## src/wwd_pkg.sv

```systemverilog
`default_nettype none
package wwd_pkg;
  // ----------------------------------------
  // Clock and timing
  // ----------------------------------------
  localparam int CLK_HZ = 20_000_000;
  localparam int WIN_BASE_MS = 10;
  localparam int INIT_TIMEOUT_MS = 100;
  // Longest times, so the division rounds down
  localparam int WIN_BASE_CYC = WIN_BASE_MS * (CLK_HZ / 1000);
  localparam int INIT_CYC = INIT_TIMEOUT_MS * (CLK_HZ / 1000);
  localparam int CNT_W = 26;

  // ----------------------------------------
  // Address map
  // ----------------------------------------
  localparam logic [15:0] BLOCKING_BASE = 16'h0200;
  localparam logic [15:0] NONBLOCKING_BASE = 16'h0300;
  localparam logic [7:0] CFG_OFFSET = 8'h10;
  localparam logic [7:0] SVC_OFFSET = 8'h11;

  // ----------------------------------------
  // Field layout and codes
  // ----------------------------------------
  localparam int CFG_OFF_BIT = 7;
  localparam int CFG_WO_BIT = 6;
  localparam logic [2:0] CFG_SEL_RESET = 3'h0;
  localparam logic [7:0] CODE_FIRST = 8'haa;
  localparam logic [7:0] CODE_SECOND = 8'h55;

  typedef enum logic [1:0] {
    ST_OFF,
    ST_INIT,
    ST_WINDOW
  } wwd_state_e;
endpackage
`default_nettype wire

```

## src/wwd_timer.sv

```systemverilog
`timescale 1ns/1ps
`default_nettype none
module wwd_timer
  import wwd_pkg::*;
(
  input wire logic i_clk,
  input wire logic i_nrst,
  input wire logic i_clear,
  input wire logic i_run,
  input wire logic [CNT_W-1:0] i_limit,
  output logic [CNT_W-1:0] o_count,
  output logic o_half,
  output logic o_expired
);
  // ----------------------------------------
  // Period counter
  // ----------------------------------------
  // Runs only on the base clock, so bus clock gaps never stretch it
  always_ff @(posedge i_clk or negedge i_nrst) begin
    if (!i_nrst) begin
      o_count <= '0;
    end else if (i_clear) begin
      o_count <= '0;
    end else if (i_run && !o_expired) begin
      o_count <= o_count + 1'b1;
    end
  end

  // Second half of the period and the last cycle
  assign o_half = o_count >= (i_limit >> 1);
  assign o_expired = i_run && (o_count >= i_limit - 1'b1);
endmodule
`default_nettype wire

```

## src/wwd_top.sv

```systemverilog
`timescale 1ns/1ps
`default_nettype none
module wwd_top
  import wwd_pkg::*;
#(
  parameter int WIN_BASE_CYCLES = WIN_BASE_CYC,
  parameter int INIT_CYCLES = INIT_CYC
) (
  input wire logic i_clk,
  input wire logic i_nrst,
  input wire logic i_normal_mode,
  input wire logic i_test_disable,
  input wire logic i_wr,
  input wire logic i_rd,
  input wire logic [15:0] i_addr,
  input wire logic [7:0] i_wdata,
  output logic [7:0] o_rdata,
  output logic o_wdg_reset
);
  // ----------------------------------------
  // Helpers
  // ----------------------------------------
  // Either global window reaches the same register
  function automatic logic hits(input logic [15:0] addr, input logic [7:0] off);
    hits = (addr == BLOCKING_BASE + {8'h00, off}) ||
           (addr == NONBLOCKING_BASE + {8'h00, off});
  endfunction

  // Period doubles per select step
  function automatic logic [CNT_W-1:0] period(input logic [2:0] sel);
    period = CNT_W'(WIN_BASE_CYCLES) << sel;
  endfunction

  // ----------------------------------------
  // Pin synchronisers
  // ----------------------------------------
  logic norm_meta;
  logic norm_s;
  logic dis_meta;
  logic dis_s;

  // Mode and debug level arrive asynchronously
  always_ff @(posedge i_clk or negedge i_nrst) begin
    if (!i_nrst) begin
      norm_meta <= 1'b0;
      norm_s <= 1'b0;
      dis_meta <= 1'b0;
      dis_s <= 1'b0;
    end else begin
      norm_meta <= i_normal_mode;
      norm_s <= norm_meta;
      dis_meta <= i_test_disable;
      dis_s <= dis_meta;
    end
  end

  // ----------------------------------------
  // Decode and state
  // ----------------------------------------
  wwd_state_e state;
  wwd_state_e next_state;
  logic [7:0] expect_code;
  logic [7:0] next_expect;
  logic [2:0] timeout_select;
  logic next_fault;
  logic tmr_clear;
  logic active;
  logic svc_wr;
  logic cfg_wr;
  logic cfg_rd;
  logic win_open;
  logic disabled_flag;
  logic [CNT_W-1:0] tmr_limit;
  logic [CNT_W-1:0] tmr_count;
  logic tmr_half;
  logic tmr_expired;

  assign active = norm_s && !dis_s;
  assign disabled_flag = !active;
  assign svc_wr = i_wr && hits(i_addr, SVC_OFFSET);
  assign cfg_wr = i_wr && hits(i_addr, CFG_OFFSET);
  assign cfg_rd = i_rd && hits(i_addr, CFG_OFFSET);

  // Initial phase ignores the select, window phase uses it
  assign tmr_limit = (state == ST_INIT) ? CNT_W'(INIT_CYCLES) : period(timeout_select);

  // Flag is forced set in the initial phase
  always_comb begin
    case (state)
      ST_INIT: win_open = 1'b1;
      ST_WINDOW: win_open = tmr_half;
      default: win_open = 1'b0;
    endcase
  end

  // Service sequence decisions
  always_comb begin
    next_state = state;
    next_expect = expect_code;
    next_fault = 1'b0;
    tmr_clear = 1'b0;
    if (!active) begin
      next_state = ST_OFF;
      next_expect = CODE_FIRST;
      tmr_clear = 1'b1;
    end else begin
      case (state)
        ST_OFF: begin
          next_state = ST_INIT;
          tmr_clear = 1'b1;
        end
        ST_INIT: begin
          if (svc_wr) begin
            if (i_wdata == CODE_FIRST) begin
              next_state = ST_WINDOW;
              next_expect = CODE_SECOND;
            end else begin
              next_fault = 1'b1;
            end
          end else if (tmr_expired) begin
            next_fault = 1'b1;
          end
        end
        ST_WINDOW: begin
          if (svc_wr) begin
            if (!tmr_half || i_wdata != expect_code) begin
              next_fault = 1'b1;
            end else begin
              next_expect = (expect_code == CODE_FIRST) ? CODE_SECOND : CODE_FIRST;
            end
          end else if (tmr_expired) begin
            next_fault = 1'b1;
          end
        end
        default: begin
          next_state = ST_OFF;
        end
      endcase
      // After a fault the device restarts in the initial phase
      if (next_fault) begin
        next_state = ST_INIT;
        next_expect = CODE_FIRST;
      end
      // Any service write here restarts timing, accepted or not
      tmr_clear = tmr_clear || next_fault || (svc_wr && state != ST_OFF);
    end
  end

  // Sequence state
  always_ff @(posedge i_clk or negedge i_nrst) begin
    if (!i_nrst) begin
      state <= ST_OFF;
      expect_code <= CODE_FIRST;
    end else begin
      state <= next_state;
      expect_code <= next_expect;
    end
  end

  // Reset request, one cycle per violation
  always_ff @(posedge i_clk or negedge i_nrst) begin
    if (!i_nrst) begin
      o_wdg_reset <= 1'b0;
    end else begin
      o_wdg_reset <= next_fault;
    end
  end

  // ----------------------------------------
  // Registers
  // ----------------------------------------
  // Select is writable at any time; initial phase ignores it
  always_ff @(posedge i_clk or negedge i_nrst) begin
    if (!i_nrst) begin
      timeout_select <= CFG_SEL_RESET;
    end else if (cfg_wr) begin
      timeout_select <= i_wdata[2:0];
    end
  end

  // Service register is write only and reads zero
  always_ff @(posedge i_clk or negedge i_nrst) begin
    if (!i_nrst) begin
      o_rdata <= 8'h00;
    end else if (i_rd) begin
      if (cfg_rd) begin
        o_rdata <= {disabled_flag, win_open, 3'h0, timeout_select};
      end else begin
        o_rdata <= 8'h00;
      end
    end
  end

  // ----------------------------------------
  // Period timer
  // ----------------------------------------
  wwd_timer u_timer (
    .i_clk(i_clk),
    .i_nrst(i_nrst),
    .i_clear(tmr_clear),
    .i_run(active && state != ST_OFF),
    .i_limit(tmr_limit),
    .o_count(tmr_count),
    .o_half(tmr_half),
    .o_expired(tmr_expired)
  );
endmodule
`default_nettype wire
```

## config.mk

```make
export PLATFORM = sky130hd
export DESIGN_NAME = wwd_top
export DESIGN_NICKNAME = d
export VERILOG_FILES = /design/src/wwd_pkg.sv /design/src/wwd_timer.sv /design/src/wwd_top.sv
export SDC_FILE = /design/constraint.sdc
export NUM_CORES = 1
export LEC_CHECK = 0
export ABC_AREA = 1
export BUFFER_PORTS_ARGS = -buffer_cell sky130_fd_sc_hd__buf_4
export CAP_MARGIN = 20
export CELL_PAD_IN_SITES_DETAIL_PLACEMENT = 0
export CELL_PAD_IN_SITES_GLOBAL_PLACEMENT = 1
export CORE_MARGIN = 1
export CORE_UTILIZATION = 41
export CTS_BUF_LIST = sky130_fd_sc_hd__clkbuf_4
export CTS_CLUSTER_SIZE = 20
export DETAILED_ROUTE_END_ITERATION = 8
export PLACE_DENSITY_LB_ADDON = 0.1
export SLEW_MARGIN = 20
export SYNTH_ARGS = -nofsm -noshare
export SYNTH_HDL_FRONTEND = slang
export SYNTH_HIERARCHICAL = 1
export SYNTH_SLANG_ARGS = --single-unit
```

## constraint.sdc

```tcl
create_clock -name i_clk -period 10.7 [get_ports i_clk]
set_clock_uncertainty 0.2 [all_clocks]
set_input_delay 2.14 -clock i_clk [delete_from_list [all_inputs] [get_ports i_clk]]
set_output_delay 2.14 -clock i_clk [all_outputs]
set_load 0.01 [all_outputs]
```

==> results of run 1 <==
power by group through the flow:
| stage | sequential (mW) | clock, mW | combinational, mW |
|---|---|---|---|
| finish | 0.167 | 0.136 | 0.0714 |
| global route | 0.168 | 0.146 | 0.0827 |
| CTS | 0.167 | 0.142 | 0.0712 |
| detailed placement | 0.170 | 0 | 0.0709 |
| global placement | 0.170 | 0 | 0.0693 |
| floorplan | 0.170 | 0 | 0.0488 |
worst min-delay path by stage:
stage             end  slack [ns]  depth (start not counted)
6_report       norm_s        0.16                          0
3_5_place_dp   norm_s        0.14                          0
3_3_place_gp   norm_s        0.14                          0
4_1_cts        norm_s        0.17                          0
2_1_floorplan   dis_s        0.13                          0
5_1_grt        norm_s        0.17                          0
synth_stat cells, types with 3 or more instances:
cell      number
nand2_1      203
nor2_1       119
inv_1        111
nand3_1       65
ha_1          63
dfrtp_1       42
xor2_1        27
a21oi_1       20
nand4_1       12
nor3_1        10
o21ai_0        9
nand3_2        8
xnor2_1        8
nor2_2         7
o22ai_1        7
buf_4          5
clkbuf_1       4
nand2_2        4
a21o_1         3
nand2_4        3
nand3b_1       3
nor4_1         3
layer usage:
metal  global-route usage (%)  vias up
met1                    30.72     2236
met3                    2.214       13
met5                        0        -
met2                    35.23       63
met4                    5.689        0
li1                         -     2525
stage by stage:
stage / util, % / power, mW / worst slack (ns) / cell area (µm²) / cells
detailed placement: 45.44 / 0.2413 / 4.963 / 5435 / 955
finish: 46.32 / 0.3745 / 4.901 / 5540 / 963
global placement: 45.44 / 0.2398 / 5.102 / 5435 / 955
CTS: 46.32 / 0.3806 / 4.940 / 5540 / 963
floorplan: - / 0.2188 / 6.456 / 5066 / 786
global route: 46.32 / 0.3961 / 4.338 / 5540 / 963
layout make-up:
class | instances | area, µm² | share of cell area [%]
Clock inverter | 2 | 60.06 | 1.084
Timing Repair Buffer | 35 | 262.8 | 4.743
Tap cell | 147 | 183.9 | 3.320
Inverter | 115 | 431.7 | 7.791
Multi-Input combinational cell | 615 | 3480 | 62.80
Sequential cell | 43 | 1077 | 19.44
Clock buffer | 6 | 45.04 | 0.8130
registers in the layout, indices dropped and copies added (netlist names):
| register | cells |
|---|---|
| norm_s | 1 |
| o_rdata | 5 |
| timeout_select | 3 |
| u_timer/o_count | 26 |
| o_wdg_reset | 1 |
| norm_meta | 1 |
| dis_s | 1 |
| dis_meta | 1 |
| expect_code | 2 |
| state | 2 |
cell families after synthesis:
kind of cell | count (synthesis) | synth area share, %
buffers and inverters | 128 | 10.16
muxes | 1 | 0.2248
and+or+nand+nor | 449 | 40.01
adders and majority gates | 63 | 15.73
xor gates and xnor gates | 35 | 6.119
DFF | 43 | 21.50
other | 1 | 0.07485
AOI/OAI and AO/OA | 51 | 6.169
==> summary.md, run 1 <==
| Metric | Value |
|---|---|
| Outcome | complete, no violations |
| Slowest cell on crit path | nand2_2 |
| Worst Tran Pin Value | 0.5902 ns |
| Pins over their slew limit | 0 |
| Die Area | approximately 13000 µm² |
| Vias | around 4800 |
| Crit path DAT | between 5 and 6 ns |
| Grt ovf | 0 |
| First-pass GRT wire length | 21.98 mm |
| DR top layer | met4 |
| CTS tree | yes |
| Clock Power Share | a little over a third |
| Clock Latency Late Sink | around 0.38 ns |
| Synth area leader | dfrtp_1 |
| Reg power frac | approximately 45% |
| Post-layout min period | 5.799 ns |
| Avg Vias per Cell | around 5 |
| Post-synth top area share | between 20% and 30% |
| Async SR Flop Fraction | 100.0% |
| R2R setup slack | slightly below 5 ns |
| Synth area leaders | dfrtp_1 (21%), ha_1 (16%), nand2_1 (15%), nor2_1 (8.9%), inv_1 (8.3%) |
| Register area share after synthesis | 21.50% |
| Final GP Congestion | between 0.8 and 0.9 |
| Setup_tns | 0 ns |
| Setup bufs post-CTS | 0 |
| Switch Pwr | between 0.1 and 0.15 mW |
| Critical Path RT | about 11 ns |
| WHS | about 0.16 ns |
| Drt wl/cell | roughly 14 µm |
| RSZ-0062 raised after global routing | false |
| Worst setup SP type | flop |
| Worst path depth | 30 |
| Final WL | 13.04 mm |
| Layout cells sized above 1 | around a tenth |
| Crit path top cell by count | nand2_1 |
| Port buffer count | 34 |
| PwrDens | approximately 68 nW/µm² |
| Comb power frac | a little under a fifth |
| Number of buffers created by CTS | 5 |
| Synthesis Warnings | 6 |
| Setup violators final | 0 |
| Most frequent cells in the layout | nand2_1 (203), nor2_1 (119), inv_1 (111) |
| Die Y | 112.5 µm |
| Internal power | between 0.2 and 0.3 mW |
| H-tree depth | 2 |
| Row count | 40 |
| Sw Share | around 29% |
| Lkg Pwr | 2.859 nW |
| Critical path capture point type | flop |
| Met2 Routed Length | about 5.9 mm |
| Setup crit start | state[1] |
| Reg2Reg Depth | 30 |
| Worst R2R Start | state[1] |
| Most common cell after layout, fill and taps aside | nand2_1 |
| Drt pass-1 iters | 5 |
| Initial Utilization | 41.88% |
| Critical Path Fanout Max | 27 |
| EDFF count, synth | 0 |
| Synth unique cells | between 40 and 50 |
| # IOs | 39 |
| Max capacitance violation total | 0 |
| Initial antenna violation count | 0 |
| Final hold vios | 0 |
| # resized after CTS | 0 |
| Tot GR Track Use | 21.72% |
| Routed length on met3 | about 420 µm |
| Post-Synthesis Cells | 771 |
| Dpl hpwl | approximately 10 mm |
| Synth Cell Area | around 5000 µm² |
| Worst vdd ir | 0.05417 mV |
| Fin nets | between 900 and 1000 |
| CP Buf/Inv Count | 6 |
| # hold bufs at CTS | 0 |
| Diodes inserted | 0 |
| # clock sinks | between 40 and 50 |
| Routed Antenna Nets | 0 |
| Largest net degree at the start of global routing | 44 |
| Highest clock rate | 0.1724 GHz |
| R2r endpoint | u_timer/o_count[8] |
| Max_slew headroom | between 60 and 70% |
| Min-delay worst type | reg2reg |
| DRC Markers | 0 |
| Hold_sp | norm_meta |
| Critical path class | reg2reg |
| 1st-iter DRT viols | approximately 240 |
| Register clock-pin slew on the reported worst setup and hold paths | between 0.1 and 0.15 ns |
| CP delay by family, top | simple AND/OR/NAND/NOR gates |
| Root Driver | clkbuf_4 |
| Main synth FF type | dfrtp_1 |
| CORE AREA | 11960 µm² |
| Period utilization | a little over half |
| Setup crit end | u_timer/o_count[8] |
| CTS Buffer Depth | 2 |
| M1 WL | around 6.6 mm |
| Vias in the first global route | 4449 |
| Syn avg cell area | 6.498 µm² |
| Fillers | 1271 |
| #FFs+latches synth | between 40 and 50 |
| CP max stage delay | 0.44 ns |
| P&R area growth vs syn | 10.59% |
| Die Wd | ~110 µm |
No activity file was read; power rests on OpenSTA's default activity.
==> run 2: changes to the inputs <==
- ABC_AREA: 1 -> 0
- clock period: 10.7 -> 4.9 ns (I/O delays scaled with it)
==> run 2 against run 1 <==
The flow now finishes with violations (negative setup slack). Largest power group unchanged. First-iteration DRC count shrank 41%. Worst setup slack lost 5.0 ns. Critical path type unchanged. Synthesized area shrank 12%. Combinational power grew 110%. Sequential share of layout area shrank 0.62 points. Sequential cell count is the same. Sequential power grew 110%. Core utilization grew 8.9 points. Total power grew 86%. Design area grew 3.3%. Via count shrank 15%.
==> summary.md, run 2 <==
| Metric | Value |
|---|---|
| # clock sinks | 43 (unchanged) |
| Largest family of logic cells by synthesized area | simple AND/OR/NAND/NOR gates |
| Compound-Gate Fraction of Synth Area | 12.46% (+6.3 points) |
| Count leader, synth | ha_1 |
| Synth area leader | dfrtp_1 |
| Most frequent cells in the layout | buf_4 (87), ha_1 (60), inv_1 (48) |
| Critical path capture point type | flop |
| Final GP Congestion | 0.8453 (+0.97%) |
| Row count | 37 (-7.5%) |
| CP delay by family, top | simple AND/OR/NAND/NOR gates |
| # IOs | 39 (unchanged) |
| Syn avg cell area | 8.564 µm² (+32%) |
| Highest clock rate | 0.2007 GHz (+16%) |
| Largest Register | u_timer/o_count |
| Port buffer count | 34 (unchanged) |
| Layout cells sized above 1 | 28.64% (+19 points) |
| Post-Synthesis Cells | 516 (-33%) |
| Vias in the first global route | 4048 (-9.0%) |
| EDFF count, synth | 0 (unchanged) |
| Register clock-pin slew on the reported worst setup and hold paths | 0.14 ns (about the same) |
| Register area share after synthesis | 24.38% (+2.9 points) |
| Clock Latency Late Sink | 0.38 ns (about the same) |
| Tot GR Track Use | 22.21% (+0.50 points) |
| First-pass GRT wire length | 19.74 mm (-10%) |
| H-tree depth | 2 (unchanged) |
| Largest registers | u_timer/o_count x26, o_rdata x5, timeout_select x3 |
| P&R area growth vs syn | 29.47% |
| CORE AREA | 10370 µm² (-13%) |
| Post-Synth Adder-Cell Area | 17.84% (+2.1 points) |
| Final WL | 11.96 mm (-8.3%) |
| Fraction of synthesized area in multiplexers | 6.031% (+5.8 points) |
| CTS Buffer Depth | 2 (unchanged) |
| Period utilization | 101.7% (+48 points) |
| Setup violators final | 22 (+22) |
| Fin nets | 724 (-20%) |
| #FFs+latches synth | 43 (unchanged) |
| Min-delay worst type | reg2reg |
| Crit path DAT | 5.06 ns (-0.82 ns) |
| Critical Path Fanout Max | 5 (-81%) |
| Synth area leaders | dfrtp_1 (24%), ha_1 (18%), mux2_2 (5.4%), xnor2_1 (5.0%), inv_1 (4.2%) |
| Die Area | 11200 µm² (-12%) |
| CP max stage delay | 0.55 ns (+0.11 ns) |
| DP Worst Slack | -0.2382 ns (-5.201 ns) |
| Simple logic cell fraction of the synthesized area | 28.00% (-12 points) |
| Synth Cell Area | 4419 µm² (-12%) |
| Lkg Pwr | 2.615 nW (-8.5%) |
| Worst setup SP type | flop |
| Max reg flops | 26 (unchanged) |
| Routed Antenna Nets | 0 (unchanged) |
| CP Buf/Inv Count | 4 (-2) |
| Post-layout min period | 4.983 ns (-0.8159 ns) |
| Die Y | 105.8 µm (-6.0%) |
| Largest net degree at the start of global routing | 44 (unchanged) |
| Dpl hpwl | 8.606 mm (-18%) |
| Failing checks | negative setup slack |
| Commonest cells post-synth | ha_1 (63), inv_1 (50), nor2_1 (44), dfrtp_1 (42), nand2_1 (29) |
| Final hold vios | 0 (unchanged) |
| Synth unique cells | 57 (+19%) |
| Worst vdd ir | 0.1167 mV (+120%) |
| Drt wl/cell | 15.57 µm (+15%) |
| 1st-iter DRT viols | 140 (-41%) |
| DRC Markers | 0 (unchanged) |
| PwrDens | 121.9 nW/µm² (+80%) |
| CTS tree | yes |
| Initial Utilization | 42.62% (+0.73 points) |
| Die Wd | 105.8 µm (-6.0%) |
| Design area | 5722 µm² (+3.3%) |
| Number of buffers created by CTS | 5 (unchanged) |
| Max capacitance violation total | 0 (unchanged) |
| Avg Vias per Cell | 5.342 (+6.4%) |
| RSZ-0062 raised after global routing | true |
| Critical Path, Cell by Cell | inv_2 -> ha_4 -> nor2_2 -> and2_4 -> or4_4 -> nor3_4 -> nand3_4 -> nor4_4 -> buf_6 -> nand3_4 -> xnor2_2 -> ha_1 -> nand4_1 -> nor4_4 -> o211ai_1 -> o211ai_2 -> and2_4 -> o21ai_2 -> a21oi_2 -> or4_4 -> buf_6 -> clkbuf_16 -> nor2b_1 -> mux2_4 |
| Setup WS post-layout | -0.08327 ns (-4.984 ns) |
| Post-layout util | 55.18% (+8.9 points) |
| Max_slew headroom | 55.17% (-5.5 points) |
| Worst Tran Pin Value | 0.6700 ns (+0.07984 ns) |
| Post-synth top area share | 23.78% (+2.8 points) |
| Grt ovf | 0 (unchanged) |
| Vias | 4103 (-15%) |
| Initial antenna violation count | 0 (unchanged) |
| Placement Cell Area | 5219 µm² (-4.0%) |
| Drt pass-1 iters | 4 (-1) |
| Root Driver | clkbuf_4 |
| Async SR Flop Fraction | 100.0% (unchanged) |
| Critical Path RT | 4.98 ns (-5.81 ns) |
| Critical path class | reg2reg |
| Slowest cell on crit path | or4_4 |
| WHS | 0.1633 ns (+0.0007330 ns) |
| Outcome | complete, but fails checks |
| Most common cell after layout, fill and taps aside | buf_4 |
| Synthesis Warnings | 6 (unchanged) |
| Pins over their slew limit | 0 (unchanged) |
| Main synth FF type | dfrtp_1 |
| Diodes inserted | 0 (unchanged) |
| Post-synthesis xor/xnor area fraction | 4.955% (-1.2 points) |
run 2: final cells by class:
| class | instances | area [µm²] |
|---|---|---|
| inverter | 50 | 187.7 |
| sequential | 43 | 1077 |
| multi-input combinational | 434 | 3391 |
| clock buffer | 5 | 37.54 |
| fill | 1004 | 4648 |
| clock inverter | 3 | 20.02 |
| tap | 136 | 170.2 |
| timing repair buffer | 97 | 838.3 |
run 2: worst paths after layout:
kind | startpoint | to | cells after the start | slack, ns
worst max-delay path | state[1] | u_timer/o_count[19] | 24 | -0.08
worst min-delay path | norm_meta | norm_s | 0 | 0.16
worst max register to register | state[1] | u_timer/o_count[19] | 24 | -0.08
worst min register to register | norm_meta | norm_s | 0 | 0.16
max in group asynchronous | i_nrst | u_timer/o_count[9] | 1 | 3.71
min in group asynchronous | i_nrst | o_rdata[0] | 1 | 0.38
run 2: power by group:
group	internal (mW)	total, mW	switching [mW]
combinational	0.0701	0.150	0.0804
sequential	0.358	0.359	0.00143
clock	0.0550	0.188	0.133
run 2: per-layer routing:
layer / vias up / GRT usage [%] / part of all wire (%)
li1: 2065 / - / -
met3: 10 / 2.721 / 2.3
met4: 0 / 5.456 / 1.5
met1: 1981 / 28.76 / 48
met2: 47 / 39.03 / 49
met5: - / 0 / 0
run 2: stage by stage:
| stage | total power [mW] | cells | TNS, ns |
|---|---|---|---|
| finish | 0.6974 | 768 | -1.291 |
| global route | 0.7359 | 768 | -6.674 |
| CTS | 0.7033 | 762 | -1.178 |
| detailed placement | 0.4929 | 736 | -4.628 |
| global placement | 0.4902 | 736 | -3.817 |
| floorplan | 0.4465 | 545 | -3.858 |
run 2: logic make-up after synthesis:
kind of cell / Yosys count
and+or+nand+nor: 208
AOI/OAI and AO/OA: 84
buffers and inverters: 68
adders and majority gates: 63
DFF: 43
xor gates and xnor gates: 25
muxes: 24
other: 1
run 2: timing repair:
action | CTS | global route
setup buffers | 15 | 6
endpoints found under the hold margin | 0 | 0
resized for setup | 15 | 29
pin swaps | 20 | 7
setup endpoints to repair | 26 | 31
hold buffers | 0 | 0
cloned | 3 | 1
